===== src/inc/bait_pkg.sv =====
/*
 Constants, opcode classes and state layout for the bit and arithmetic
 instruction execution unit. Assumes a single core clock domain.
*/
package bait_pkg;
   // Opcode class in the high nibble of the first instruction byte
   localparam logic [3:0] CLS_ADD = 4'h1;
   localparam logic [3:0] CLS_ADD_WITH_CARRY_IN = 4'h2;
   localparam logic [3:0] CLS_SUBTRACT_WITH_BORROW = 4'h3;
   localparam logic [3:0] CLS_COMPARE_BRANCH_UNEQUAL = 4'h4;
   localparam logic [3:0] CLS_BIT = 4'h5;
   localparam logic [3:0] CLS_MISC = 4'h6;
   // Source form in the two low bits (arithmetic and compare classes)
   localparam logic [1:0] FORM_REG = 2'h0;
   localparam logic [1:0] FORM_DIR = 2'h1;
   localparam logic [1:0] FORM_IND = 2'h2;
   localparam logic [1:0] FORM_IMM = 2'h3;
   // Bit class sub-operations in the three low bits
   localparam logic [2:0] BIT_SET_OP = 3'h0;
   localparam logic [2:0] BIT_CLEAR_OP = 3'h1;
   localparam logic [2:0] BIT_INVERT_OP = 3'h2;
   localparam logic [2:0] BRANCH_IF_BIT_HIGH = 3'h3;
   localparam logic [2:0] BRANCH_IF_BIT_LOW = 3'h4;
   localparam logic [2:0] BRANCH_AND_CLEAR_BIT = 3'h5;
   // Misc class sub-operations in the two low bits
   localparam logic [1:0] ROTATE_LEFT_VIA_CARRY = 2'h0;
   localparam logic [1:0] ROTATE_RIGHT_VIA_CARRY = 2'h1;
   localparam logic [1:0] MULTIPLY_ACC_BY_B = 2'h2;
   localparam logic [1:0] DIVIDE_ACC_BY_B = 2'h3;
   // Accumulator bits occupy eight consecutive bit addresses
   localparam logic [7:0] ACC_BIT_BASE = 8'he0;
   localparam logic [7:0] ACC_BIT_MASK = 8'hf8;
   // Instruction lengths in bytes and times in machine cycles
   localparam logic [15:0] LEN_ONE = 16'h0001;
   localparam logic [15:0] LEN_TWO = 16'h0002;
   localparam logic [15:0] LEN_THREE = 16'h0003;
   localparam logic [2:0] MC_ONE = 3'h1;
   localparam logic [2:0] MC_TWO = 3'h2;
   localparam logic [2:0] MC_FOUR = 3'h4;
   localparam int CNT_W = 7;
   localparam int MC_CLKS_MAX = 31;

   typedef struct packed {
      logic busy;
      logic [CNT_W-1:0] cnt;
      logic [7:0] op;
      logic [7:0] b1;
      logic [7:0] b2;
      logic [7:0] opnd;
      logic bitin;
      logic [7:0] acc;
      logic [7:0] b;
      logic cy;
      logic [15:0] pc;
      logic done;
      logic bit_wr;
      logic [7:0] bit_addr;
      logic bit_val;
   } bait_state_t;
endpackage


===== src/design/bait_core.sv =====
/*
 Execution unit for add, add with carry, subtract with borrow, rotates,
 multiply, divide, compare-and-branch and bit set/clear/invert/test.
 Assumes the fetch side presents all instruction bytes at once, with the
 source byte and external bit value already read by the outside data path.
*/
// Function
// RULE1: add into accumulator, one cycle; reg/indirect one byte, direct/immediate two.
// RULE2: add with carry in, same four forms and lengths, one cycle.
// RULE3: subtract with borrow, four forms, one or two bytes, one cycle.
// RULE4: rotate left through carry as nine-bit ring, one byte, one cycle.
// RULE5: rotate right through carry as nine-bit ring, one byte, one cycle.
// RULE6: compare accumulator with direct/immediate, branch if unequal; three bytes, two cycles.
// RULE7: compare immediate with register or indirect byte, branch if unequal.
// RULE8: set, clear, invert any bit; two bytes, one cycle.
// RULE9: branch if bit high or low; three bytes, two cycles.
// RULE10: each accumulator bit addressable as a bit operand.
// RULE11: branch and clear bit when set, within the two-cycle instruction.
// RULE12: branch target is incremented pc plus signed last byte.
// RULE13: multiply and divide accumulator by b, one byte, four cycles.
`timescale 1ns/1ps
`default_nettype none
module bait_core
   import bait_pkg::*;
#(
   parameter int MC_CLKS = 1
)(
   input wire logic core_clk_i,
   input wire logic resetn_i,
   input wire logic instr_valid_i,
   input wire logic [7:0] instr_b0_i,
   input wire logic [7:0] instr_b1_i,
   input wire logic [7:0] instr_b2_i,
   input wire logic [7:0] operand_i,
   input wire logic bit_in_i,
   output logic busy_o,
   output logic done_o,
   output logic [15:0] pc_o,
   output logic [7:0] acc_o,
   output logic [7:0] b_o,
   output logic carry_o,
   output logic bit_wr_o,
   output logic [7:0] bit_addr_o,
   output logic bit_val_o
);
   // Refuse clock scalings the machine-cycle counter cannot hold
   if (MC_CLKS < 1 || MC_CLKS > MC_CLKS_MAX)
   begin : g_bad_mc_clks
      $error("MC_CLKS out of range");
   end

   // Byte length of an instruction from its first byte
   function automatic logic [15:0] instr_len(input logic [7:0] op);
      logic [15:0] l;
      l = LEN_ONE;
      case (op[7:4])
         CLS_ADD, CLS_ADD_WITH_CARRY_IN, CLS_SUBTRACT_WITH_BORROW:
            l = (op[1:0] == FORM_DIR || op[1:0] == FORM_IMM) ? LEN_TWO : LEN_ONE;
         CLS_COMPARE_BRANCH_UNEQUAL: l = LEN_THREE;
         CLS_BIT: l = (op[2:0] < BRANCH_IF_BIT_HIGH) ? LEN_TWO : LEN_THREE;
         default: l = LEN_ONE;
      endcase
      return l;
   endfunction

   // Machine cycles of an instruction from its first byte
   function automatic logic [2:0] instr_mcs(input logic [7:0] op);
      logic [2:0] m;
      m = MC_ONE;
      case (op[7:4])
         CLS_COMPARE_BRANCH_UNEQUAL: m = MC_TWO;
         CLS_BIT: m = (op[2:0] < BRANCH_IF_BIT_HIGH) ? MC_ONE : MC_TWO;
         CLS_MISC: m = (op[1] == 1'b1) ? MC_FOUR : MC_ONE;
         default: m = MC_ONE;
      endcase
      return m;
   endfunction

   function automatic logic [15:0] sext(input logic [7:0] r);
      return {{8{r[7]}}, r};
   endfunction

   bait_state_t q;
   bait_state_t d;
   logic [7:0] src;
   logic [7:0] lhs;
   logic [7:0] rhs;
   logic [8:0] sum9;
   logic [15:0] prod;
   logic [15:0] npc;
   logic taken;
   logic is_acc_bit;
   logic bitv;
   logic newv;
   logic wr;

   assign is_acc_bit = (q.b1 & ACC_BIT_MASK) == ACC_BIT_BASE; // [RULE10]
   assign src = (q.op[1:0] == FORM_IMM) ? q.b1 : q.opnd;

   // Accept, count machine cycles, then commit all results at the last clock
   always_comb
   begin
      d = q;
      d.done = 1'b0;
      d.bit_wr = 1'b0;
      lhs = 8'h00;
      rhs = 8'h00;
      sum9 = 9'h000;
      prod = 16'h0000;
      taken = 1'b0;
      bitv = is_acc_bit ? q.acc[q.b1[2:0]] : q.bitin;
      newv = bitv;
      wr = 1'b0;
      npc = q.pc + instr_len(q.op); // [RULE1] [RULE3] [RULE6] [RULE8] [RULE9]
      if (!q.busy)
      begin
         if (instr_valid_i)
         begin
            d.busy = 1'b1;
            d.op = instr_b0_i;
            d.b1 = instr_b1_i;
            d.b2 = instr_b2_i;
            d.opnd = operand_i; // Captured so the data path may move on
            d.bitin = bit_in_i;
            d.cnt = CNT_W'(instr_mcs(instr_b0_i) * MC_CLKS - 1); // [RULE13]
         end
      end
      else if (q.cnt != '0)
      begin
         d.cnt = q.cnt - 1'b1;
      end
      else
      begin
         d.busy = 1'b0;
         d.done = 1'b1;
         case (q.op[7:4])
            CLS_ADD:
            begin
               sum9 = {1'b0, q.acc} + {1'b0, src}; // [RULE1]
               {d.cy, d.acc} = sum9;
            end
            CLS_ADD_WITH_CARRY_IN:
            begin
               sum9 = {1'b0, q.acc} + {1'b0, src} + {8'h00, q.cy}; // [RULE2]
               {d.cy, d.acc} = sum9;
            end
            CLS_SUBTRACT_WITH_BORROW:
            begin
               sum9 = {1'b0, q.acc} - {1'b0, src} - {8'h00, q.cy}; // [RULE3]
               {d.cy, d.acc} = sum9;
            end
            CLS_COMPARE_BRANCH_UNEQUAL:
            begin
               // Register and indirect forms compare the fetched byte with immediate
               lhs = (q.op[1:0] == FORM_REG || q.op[1:0] == FORM_IND) ? q.opnd : q.acc; // [RULE7]
               rhs = (q.op[1:0] == FORM_DIR) ? q.opnd : q.b1;
               taken = lhs != rhs; // [RULE6]
            end
            CLS_BIT:
            begin
               // Plain writes always store; branch-and-clear stores only a set bit
               wr = q.op[2:0] < BRANCH_IF_BIT_HIGH || (q.op[2:0] == BRANCH_AND_CLEAR_BIT && bitv);
               case (q.op[2:0])
                  BIT_SET_OP: newv = 1'b1; // [RULE8]
                  BIT_CLEAR_OP: newv = 1'b0;
                  BIT_INVERT_OP: newv = ~bitv;
                  BRANCH_IF_BIT_HIGH: taken = bitv; // [RULE9]
                  BRANCH_IF_BIT_LOW: taken = ~bitv;
                  BRANCH_AND_CLEAR_BIT:
                  begin
                     taken = bitv; // [RULE11]
                     newv = 1'b0;
                  end
                  default: taken = 1'b0;
               endcase
               // Accumulator bits are written here; all others go out
               if (wr && is_acc_bit)
                  d.acc[q.b1[2:0]] = newv; // [RULE10]
               else if (wr)
               begin
                  d.bit_wr = 1'b1;
                  d.bit_addr = q.b1;
                  d.bit_val = newv;
               end
            end
            CLS_MISC:
            begin
               case (q.op[1:0])
                  ROTATE_LEFT_VIA_CARRY: {d.cy, d.acc} = {q.acc, q.cy}; // [RULE4]
                  ROTATE_RIGHT_VIA_CARRY: {d.acc, d.cy} = {q.cy, q.acc}; // [RULE5]
                  MULTIPLY_ACC_BY_B:
                  begin
                     prod = q.acc * q.b; // [RULE13]
                     {d.b, d.acc} = prod;
                     d.cy = 1'b0;
                  end
                  default:
                  begin
                     // Divide by zero leaves both operands untouched
                     if (q.b != 8'h00)
                     begin
                        d.acc = q.acc / q.b;
                        d.b = q.acc % q.b;
                     end
                     d.cy = 1'b0;
                  end
               endcase
            end
            default: taken = 1'b0; // Unknown opcode runs as a one-byte no-op
         endcase
         d.pc = taken ? npc + sext(q.b2) : npc; // [RULE12]
      end
   end

   // State register
   always_ff @(posedge core_clk_i or negedge resetn_i)
   begin
      if (!resetn_i)
         q <= '0;
      else
         q <= d;
   end

   assign busy_o = q.busy;
   assign done_o = q.done;
   assign pc_o = q.pc;
   assign acc_o = q.acc;
   assign b_o = q.b;
   assign carry_o = q.cy;
   assign bit_wr_o = q.bit_wr;
   assign bit_addr_o = q.bit_addr;
   assign bit_val_o = q.bit_val;

   // Helper: clocks since accept, only read by the timing check
   logic [CNT_W:0] h_cnt_q;
   always_ff @(posedge core_clk_i or negedge resetn_i)
   begin
      if (!resetn_i)
         h_cnt_q <= '0;
      else if (instr_valid_i && !q.busy)
         h_cnt_q <= (CNT_W+1)'(1);
      else if (q.busy)
         h_cnt_q <= h_cnt_q + 1'b1;
   end
endmodule
`default_nettype wire


===== config.mk =====
export PLATFORM = sky130hd
export DESIGN_NAME = bait_core
export DESIGN_NICKNAME = d
export VERILOG_FILES = /design/src/inc/bait_pkg.sv /design/src/design/bait_core.sv
export SDC_FILE = /design/constraint.sdc
export NUM_CORES = 1
export LEC_CHECK = 0
export ABC_AREA = 1
export ABC_CLOCK_PERIOD_IN_PS = 10800
export BUFFER_PORTS_ARGS = -buffer_cell sky130_fd_sc_hd__clkbuf_2
export CORE_MARGIN = 2
export CORE_UTILIZATION = 45
export DETAILED_ROUTE_END_ITERATION = 16
export PLACE_DENSITY = 0.67
export SYNTH_ARGS = -nofsm -noshare
export SYNTH_HDL_FRONTEND = slang
export SYNTH_SLANG_ARGS = --single-unit

===== constraint.sdc =====
create_clock -name core_clk_i -period 10.8 [get_ports core_clk_i]
set_input_delay 1.62 -clock core_clk_i [delete_from_list [all_inputs] [get_ports core_clk_i]]
set_output_delay 1.62 -clock core_clk_i [all_outputs]
set_load 0.01 [all_outputs]

== After elaboration in Yosys (flattened, before gate mapping) ==
Cells that the tools add are included.

* Bits in registers: 85
* Output and inout port bits: 45
* Logic and storage cells: 124

* Add/subtract/negate cells: 8
* Multipliers: 1
* Divide/modulo/power cells: 2
* $lt $le $gt $ge: 4
* Eq/ne operators: 22
* Muxes and demuxes: 42
* Bitwise gates (word level): 5
* Reductions and logical operators: 25

{| class="wikitable"
|+ Operator list
! operator !! number
|-
| $mux 41 || 1
|-
| $mux 8 || 5
|-
| $pmux 8 s5 || 1
|-
| $mux 16 || 2
|-
| $mux 10 || 3
|-
| $eq 4x3->1 const B || 6
|-
| $pmux 8 s3 || 1
|-
| $mux 11 || 2
|-
| $add 16x16->16 || 1
|-
| $add 16x2->16 || 1
|-
| $mul 8x8->16 || 1
|-
| $pmux 8 s2 || 1
|-
| $reduce_and 5->1 || 3
|-
| $mux 1 || 10
|-
| $add 8x8->9 || 1
|-
| $add 9x1->9 || 1
|-
| $mux 3 || 3
|-
| $pmux 3 s3 || 1
|-
| $sub 8x8->9 || 1
|-
| $sub 9x1->9 || 1
|-
| $bwmux 8 || 1
|-
| $div 8x8->8 || 1
|-
| $eq 4x2->1 const B || 2
|-
| $mod 8x8->8 || 1
|-
| 38 further kinds || 58
|}

== Depth between registers and ports, before layout ==
Gate-level depths: netlist of the first run.

* Depth in word-level cells: 13
* Depth in mapped cells: 73

== Worst setup path after synthesis of the first run ==
Ideal clock, no wire load.

* Kind: register to register
* Start point: register q (netlist bit b_o[0])
* End point: register q (netlist bit acc_o[0])
* Data arrival time: 8.955 ns
* Path slack: 1.715 ns
* Stages on the path, launching flop included: 68
* Clock period less this slack: 9.085 ns
* Path through: dfrtp_1 > clkbuf_1 > inv_1 > ha_1 > o21ai_0 > inv_1 > nand3_1 > nand2_1 > ha_1 > inv_1 > o21bai_1 > nand2_1 > nand2_1 > nand2_1 > ha_1 > nand2_1 > nand3b_1 > nand2_1 > [... 32 more ...] > nand2_1 > nand3_1 > inv_1 > buf_2 > nand2_1 > o21ai_0 > fa_1 > nand2_1 > and3_1 > inv_1 > nand2_1 > nand3_2 > clkinv_1 > nand2_1 > o2111ai_1 > nand3_1 > o211ai_1 > o21ai_0

* Longest elaborated chain between the ends: 4
* Elaborated cells on any way between the ends: 8
* Those cells by class: 1 x mul; 1 x div; 1 x eq/ne; 3 x mux; 2 x reduce/logical

{| class="wikitable"
|+ Ends and longest elaborated chain
! what !! RTL line !! text
|-
| start, declared || bait_core.sv:83 || <nowiki>bait_state_t q;</nowiki>
|-
| start signal, assigned || bait_core.sv:219 || <nowiki>q <= '0;</nowiki>
|-
| start signal, assigned || bait_core.sv:221 || <nowiki>q <= d;</nowiki>
|-
| $div 8x8->8 || bait_core.sv:202 || <nowiki>d.acc = q.acc / q.b;</nowiki>
|-
| $mux 16 || bait_core.sv:200 || <nowiki>if (q.b != 8'h00)</nowiki>
|-
| $pmux 8 s3 || bait_core.sv:188 || <nowiki>case (q.op[1:0])</nowiki>
|-
| $pmux 8 s5 || bait_core.sv:136 || <nowiki>case (q.op[7:4])</nowiki>
|}

Several ways; a longest one is shown, not always the timed one. The select of a mux whose other input is x is not followed.
A chain may end at the register's enable or synchronous reset.

== Worst setup path in the final report of the first run ==
Ends and elaborated chain as after synthesis.

==> metrics, run 1 <==
GPL Wtd Cong=0.942; crit path time final=9.80 ns; Cells after Synth=1637; Yosys reg bits=84; row count=57; die height=162 um; DRC=0; sw frac=20.5%; Post-Syn Nets=1835; Pint=0.509 mW; WHS Endpoint=bit_addr_o[0]; R2R setup slack=1.0 ns; final setup margin=0.997 ns; DRT iter0 DRCs=707; first-pass GRT wire length=49600 um; pre-CTS setup slack=0.730 ns; max-cap violation count=0; hpwl dp=23700 um; vias in the first global route=9964; clk sink count=84; clk_skew=0.00909 ns; Area Growth Syn to Fin=6.33%; CTS tree=yes; sequential power share=49.2%; P per Cell Area=53.9 nW/um2; area of the die=26100 um2; Seq/Total Area, Yosys=18.8%; Distinct cells, synth=56; Starting Density=45.9%; most frequent cells in the layout=nand2_1 (442), inv_1 (246), ha_1 (120); Clk network pwr share=48.5%; WP data required=11.02 ns; via density per instance=5.29; total track usage=23.6%; via count=10507; DR WL met2=13800 um; total grt overflow=0; Critical R2R Capture=acc_o[0]; startpoint of the worst register-to-register path=b_o[0]; Netlist Area Pre-Place=11200 um2; Max stage delay cell, worst path=fa_1; Pleak=6.84 nW; Final ANT Viol Nets=0; run status=finished clean; Ys Warns=0; CP arrival=10.02 ns; hold path start=bit_addr_o[0]; share of layout cells above drive strength 1=11.1%; port bufs=79; peak fanout along the critical path=9; Fin Setup TNS=0 ns; Worst-Skew Late Latency=0.34 ns; Nets=1858; crit path kind=reg -> reg; RSZ-0062 raised after global routing=no; H-tree levels=3; Worst-path clk slew=0.06 ns; Fin. Hold Viols=0; Die X=162 um; Worst-Margin Slew=1.11 ns; initial antenna violation count=0; Hold Path Stages=2; Crit path top cell by count=nand2_1; Max Used Layer=met4; CTS Buf Count=9; startpoint types=flip-flop; metal3 WL=1780 um; Slew Limit Headroom=25.2%; ratio of final minimum period to clock period=90.8%; I/O pin total=81; Psw=0.131 mW; Slew Limit Fails=0; Initial DRT Pass Iterations=5; Max stage delay on crit path=0.45 ns; commonest non-fill, non-tap cell in the layout=nand2_1; worst r2r path cells=69; routed length per instance=15.2 um; CTS Buffer Depth=2; WL met1=13700 um; wirelength, routed=30300 um; core region area=24300 um2; final setup fails=0; n_diodes=0; Max IR drop VDD=0.0665 mV; crit end category=flip-flop; worst hold path class=reg -> reg; root buffer cell=clkbuf_16; largest net degree at the start of global routing=72; Comb pwr share=2.3%; mean post-synth cell area=6.82 um2; fmax=0.102 GHz
==> registers in the layout, summed over array words and instances, names as in the netlist <==
signal,flops
pc_o,16
carry_o,1
b_o,8
busy_o,1
bit_addr_o,8
bit_wr_o,1
bit_val_o,1
q,39
done_o,1
acc_o,8
==> synthesized netlist by cell type, drive strengths merged <==
| cell | number | area [um2] |
|---|---|---|
| a211oi | 2 | 15.0 |
| a21o | 5 | 37.5 |
| a21oi | 91 | 455 |
| a221oi | 2 | 17.5 |
| a22oi | 3 | 22.5 |
| a311oi | 2 | 23.8 |
| a31oi | 4 | 25.0 |
| and2 | 3 | 18.8 |
| and3 | 1 | 6.26 |
| buf | 59 | 455 |
| clkbuf | 28 | 105 |
| clkinv | 3 | 16.3 |
| dfrtp | 84 | 2100 |
| fa | 42 | 841 |
| ha | 120 | 1500 |
| inv | 262 | 986 |
| nand2 | 448 | 1710 |
| nand3 | 98 | 510 |
| nand3b | 4 | 30.0 |
| nand4 | 11 | 83.8 |
| nor2 | 89 | 364 |
| nor3 | 16 | 95.1 |
| nor4 | 5 | 58.8 |
| o2111ai | 12 | 105 |
| o211ai | 12 | 95.1 |
| o21a | 3 | 22.5 |
| o21ai | 134 | 708 |
| o21bai | 9 | 67.6 |
| o221ai | 3 | 26.3 |
| o22ai | 6 | 37.5 |
| o31ai | 1 | 7.51 |
| o41ai | 2 | 17.5 |
| or2 | 13 | 81.3 |
| xnor2 | 13 | 114 |
| xor2 | 47 | 412 |
==> metal layers <==
layer	GRT usage (%)	vias to the layer above
met5	0	-
met4	8.89	0
met3	3.36	57
met2	38.8	296
met1	31.6	4877
li1	-	5277
==> power by group through the flow <==
stage	sequential, mW	combinational [mW]	clock [mW]
final	0.315	0.0147	0.310
after global routing	0.315	0.0171	0.325
after detailed placement	0.320	0.0154	0
after floorplan	0.321	0.00151	0
after CTS	0.315	0.0154	0.317
after global placement	0.320	0.0154	0
==> layout make-up <==
cell class,instances,area (um2)
clock buffer,12,256
clock inverter,2,35.0
fill,2462,12400
inverter,265,1010
multi-input combinational,1201,7520
sequential,84,2110
tap,324,405
timing repair buffer,98,541
timing repair inverter,1,5.00
==> worst max-delay path, delay by kind of cell, from the launching register on <==
kind            cells  cell delay [ns]
compound gates     10             1.57
xor+xnor            1             0.14
fa+ha+maj           8             2.56
buf+inv            10             0.98
flops               1             0.38
simple gates       40             4.06
==> metrics by stage <==
| step | util, % | power (mW) | hold slack (ns) | instances | area (um2) |
|---|---|---|---|---|---|
| final | 48.8 | 0.640 | 0.483 | 1987 | 11900 |
| after global routing | 48.8 | 0.657 | 0.525 | 1987 | 11900 |
| after CTS | 48.7 | 0.647 | 0.491 | 1985 | 11800 |
| after detailed placement | 47.5 | 0.336 | 0.476 | 1971 | 11500 |
| after global placement | 47.5 | 0.336 | 0.470 | 1971 | 11500 |
| after floorplan | - | 0.322 | 0.449 | 1637 | 11200 |
==> cells by family after synthesis <==
kind of cell,count (synthesis),synth area share (%)
flops,84,18.8
xor+xnor,60,4.70
simple gates,688,26.5
buf+inv,352,14.0
compound gates,291,15.1
fa+ha+maj,162,21.0
==> timing repair <==
item,in CTS,in global routing
hold buffers,0,0
gates resized for setup,0,15
setup buffers,0,1
endpoints found under the setup margin,0,9
==> worst max path at each step <==
stage / cells after the start / slack, ns / endpoint / startpoint
floorplan: 67 / 1.72 / acc_o[0] / b_o[0]
global placement: 63 / 0.99 / b_o[1] / b_o[2]
detailed placement: 63 / 0.73 / b_o[1] / b_o[3]
CTS: 63 / 0.70 / b_o[1] / b_o[3]
global route: 71 / 0.08 / acc_o[0] / b_o[0]
finish: 69 / 1.0 / acc_o[0] / b_o[0]
Note: power is estimated with default switching activity, not from simulation.
==> inputs of run 2 (changes only) <==
--- a/config.mk
+++ b/config.mk
@@ -5,13 +5,12 @@
 export SDC_FILE = /design/constraint.sdc
 export NUM_CORES = 1
 export LEC_CHECK = 0
-export ABC_AREA = 1
 export ABC_CLOCK_PERIOD_IN_PS = 10800
 export BUFFER_PORTS_ARGS = -buffer_cell sky130_fd_sc_hd__clkbuf_2
 export CORE_MARGIN = 2
-export CORE_UTILIZATION = 45
+export CORE_UTILIZATION = 40
 export DETAILED_ROUTE_END_ITERATION = 16
-export PLACE_DENSITY = 0.67
+export PLACE_DENSITY = 0.62
 export SYNTH_ARGS = -nofsm -noshare
 export SYNTH_HDL_FRONTEND = slang
 export SYNTH_SLANG_ARGS = --single-unit
==> run 2 against run 1 <==
  * Synthesized area decreased by 4.8%
  * Sequential share of layout area decreased by 0.069 points
  * Clock skew increased by 0.0035 ns
  * Worst hold slack got worse by 0.018 ns
  * Via count decreased by 13%
  * Register-to-register slack got worse by 0.68 ns
  * Fmax decreased by 6.5%
  * Non-clock buffer count increased by 40
  * Critical path type unchanged
==> metrics, run 2 <==
run status=finished clean; GPL Wtd Cong=0.917 (-2.7%); largest family of logic cells by synthesized area=adder cells; mux contribution to synthesized area=9.84% (+9.8 points); met2 usage=35.5% (-3.4 points); total grt overflow=0 (unchanged); crit end category=flip-flop; fmax=0.0954 GHz (-6.5%); I/O pin total=81 (unchanged); CTS tree=yes; Cells after Synth=1239 (-24%); port bufs=79 (unchanged); Slew Limit Headroom=27.6% (+2.4 points); Final ANT Viol Nets=0 (unchanged); DRT iter0 DRCs=677 (-4.2%); Initial DRT Pass Iterations=5 (unchanged); Util after Layout=45.7% (-3.2 points); initial antenna violation count=0 (unchanged); Biggest register=q; WP data required=11.03 ns (about the same); Fill cells=2541 (+3.2%); Area Growth Syn to Fin=11.9%; final instance area=11900 um2 (+0.21%); Post-synth top cells=ha_1 (120), nand2_1 (104), nor2_1 (102), inv_1 (95), dfrtp_1 (84); Distinct cells, synth=71 (+27%); root buffer cell=clkbuf_16; Synth area leaders=dfrtp_1 (20%), ha_1 (14%), fa_1 (7.9%); final setup fails=0 (unchanged); startpoint types=flip-flop; commonest non-fill, non-tap cell in the layout=ha_1; Post-Syn Nets=1437 (-22%); clk_skew=0.0126 ns (+0.00347 ns); Max stage delay cell, worst path=mux4_2; Main synth FF type=dfrtp_1; CTS Hold Bufs=0 (unchanged); Ys Warns=0 (unchanged); peak fanout along the critical path=6 (-3); CTS Buf Count=9 (unchanged); first-pass GRT wire length=47300 um (-4.7%); Worst-path clk slew=0.07 ns (about the same); post-synth top area cell=dfrtp_1; routed length per instance=18.1 um (+19%); total track usage=21.1% (-2.5 points); clk sink count=84 (unchanged); global routing usage on met1=28.8% (-2.8 points); worst hold path class=reg -> reg; via count=9136 (-13%); adder-cell share of the synthesized area=22.0% (+1.0 points); DRC=0 (unchanged); crit path kind=reg -> reg; Simple-Gate Fraction of Synth Area=14.9% (-12 points); Nets=1489 (-20%); Compound-Gate Fraction of Synth Area=17.8% (+2.7 points); Placed Area=11300 um2 (-2.5%); Seq/Total Area, Yosys=19.8% (+0.94 points); wirelength, routed=29600 um (-2.3%); CTS Buffer Depth=2 (unchanged); Fin. Hold Viols=0 (unchanged); largest net degree at the start of global routing=61 (-15%); Post-synth EDFFs=0 (unchanged); max-cap violation count=0 (unchanged); Worst-Margin Slew=1.09 ns (-0.0237 ns); mean post-synth cell area=8.59 um2 (+26%); Crit path top cell by count=o21a_1; most frequent cells in the layout=ha_1 (115), nand2_1 (103), nor2_1 (101); met3 Track Usage GR=2.60% (-0.76 points); ratio of final minimum period to clock period=97.1% (+6.3 points); core region area=26100 um2 (+7.2%); max reg flops=39 (unchanged); CP arrival=10.72 ns (+0.70 ns); n_diodes=0 (unchanged); asr flop ratio synth=100% (unchanged); hpwl dp=22000 um (-7.0%); row count=59 (+3.5%); vias in the first global route=8851 (-11%); Starting Density=40.8% (-5.1 points); Worst-Skew Late Latency=0.36 ns (+0.02 ns); Yosys reg bits=84 (unchanged); area of the die=27900 um2 (+7.0%); crit path time final=10.49 ns (+0.683 ns); GRT Max-Usage Layer=met2; Die X=167 um (+3.4%); share of layout cells above drive strength 1=20.5% (+9.5 points); die height=167 um (+3.4%); Netlist Area Pre-Place=10600 um2 (-4.8%); Fin Setup TNS=0 ns (unchanged); via density per instance=5.60 (+5.9%); Max stage delay on crit path=0.49 ns (+0.04 ns); H-tree levels=3 (unchanged); Slew Limit Fails=0 (unchanged); xor/xnor cell area share of the yosys netlist=7.08% (+2.4 points); Synth top area share=19.8% (+0.94 points); top-count cell post-synth=ha_1
## run 2: changes by cell type after synthesis, moves of 20 or more
cell      before  now
nand2_1      442  104
inv_1        250   95
nand3_1       94   19
mux2_2         0   53
xnor2_1       13   54
o21ai_0      108   69
a21oi_1       91   63
mux2i_1        0   27
clkbuf_1      28   48
## run 2: logic make-up (layout without fill, tap and decap cells)
logic type                 Yosys count  after routing
AOI/OAI and AO/OA                  285            285
xor gates and xnor gates            86             86
adders and majority gates          162            162
buffers and inverters              198            255
DFF                                 84             84
muxes                               88             88
and+or+nand+nor                    336            336
## run 2: repair_timing
item                                    CTS  global route
gates cloned                              0             0
setup buffers                             0            15
pin swaps                                 1            32
resized for setup                         7            44
endpoints found under the setup margin    9             9
## run 2: layout make-up
type	count	area [um2]	share of cell area [%]
Tap cell	335	419	3.52
Clock inverter	6	47.5	0.399
Timing Repair Buffer	138	860	7.22
Sequential cell	84	2100	17.7
Clock buffer	10	239	2.01
Multi-Input combinational cell	957	7860	66.0
Inverter	101	379	3.18
## run 2: layer usage
layer	vias to the layer above	share of wire (%)
li1	4411	-
met1	4455	46
met2	225	48
met3	45	4.0
met4	0	2.1
met5	-	0
## run 2: worst max-delay path: cells and delay by family (launching register included)
kind            cells  cell delay, ns
compound gates     28            4.88
flops               1            0.41
buf+inv             4            0.53
fa+ha+maj           7            1.90
mux                 5            1.57
simple gates        5            1.08
## run 2: worst paths after layout
path                       endpoint  depth (start not counted)  slack (ns)  startpoint
setup / recovery           acc_o[0]                         49        0.31      b_o[7]
hold / removal             pc_o[15]                          1        0.47    pc_o[15]
setup reg to reg           acc_o[0]                         49        0.31      b_o[7]
hold reg to reg            pc_o[15]                          1        0.47    pc_o[15]
max in group asynchronous     q[62]                          2        8.53    resetn_i
min in group asynchronous     q[77]                          1        1.16    resetn_i
## run 2: metrics by stage
step	setup WS (ns)	cells	hold slack, ns
global route	-0.138	1631	0.510
global placement	-0.0722	1600	0.456
finish	0.314	1631	0.465
floorplan	0.00899	1239	0.443
detailed placement	-0.264	1600	0.458
CTS	0.0000417	1616	0.471
Power of run 2 is left out: the tool's default activity adds up to more than one toggle a clock period on the data nets, which glitch-free logic cannot reach.
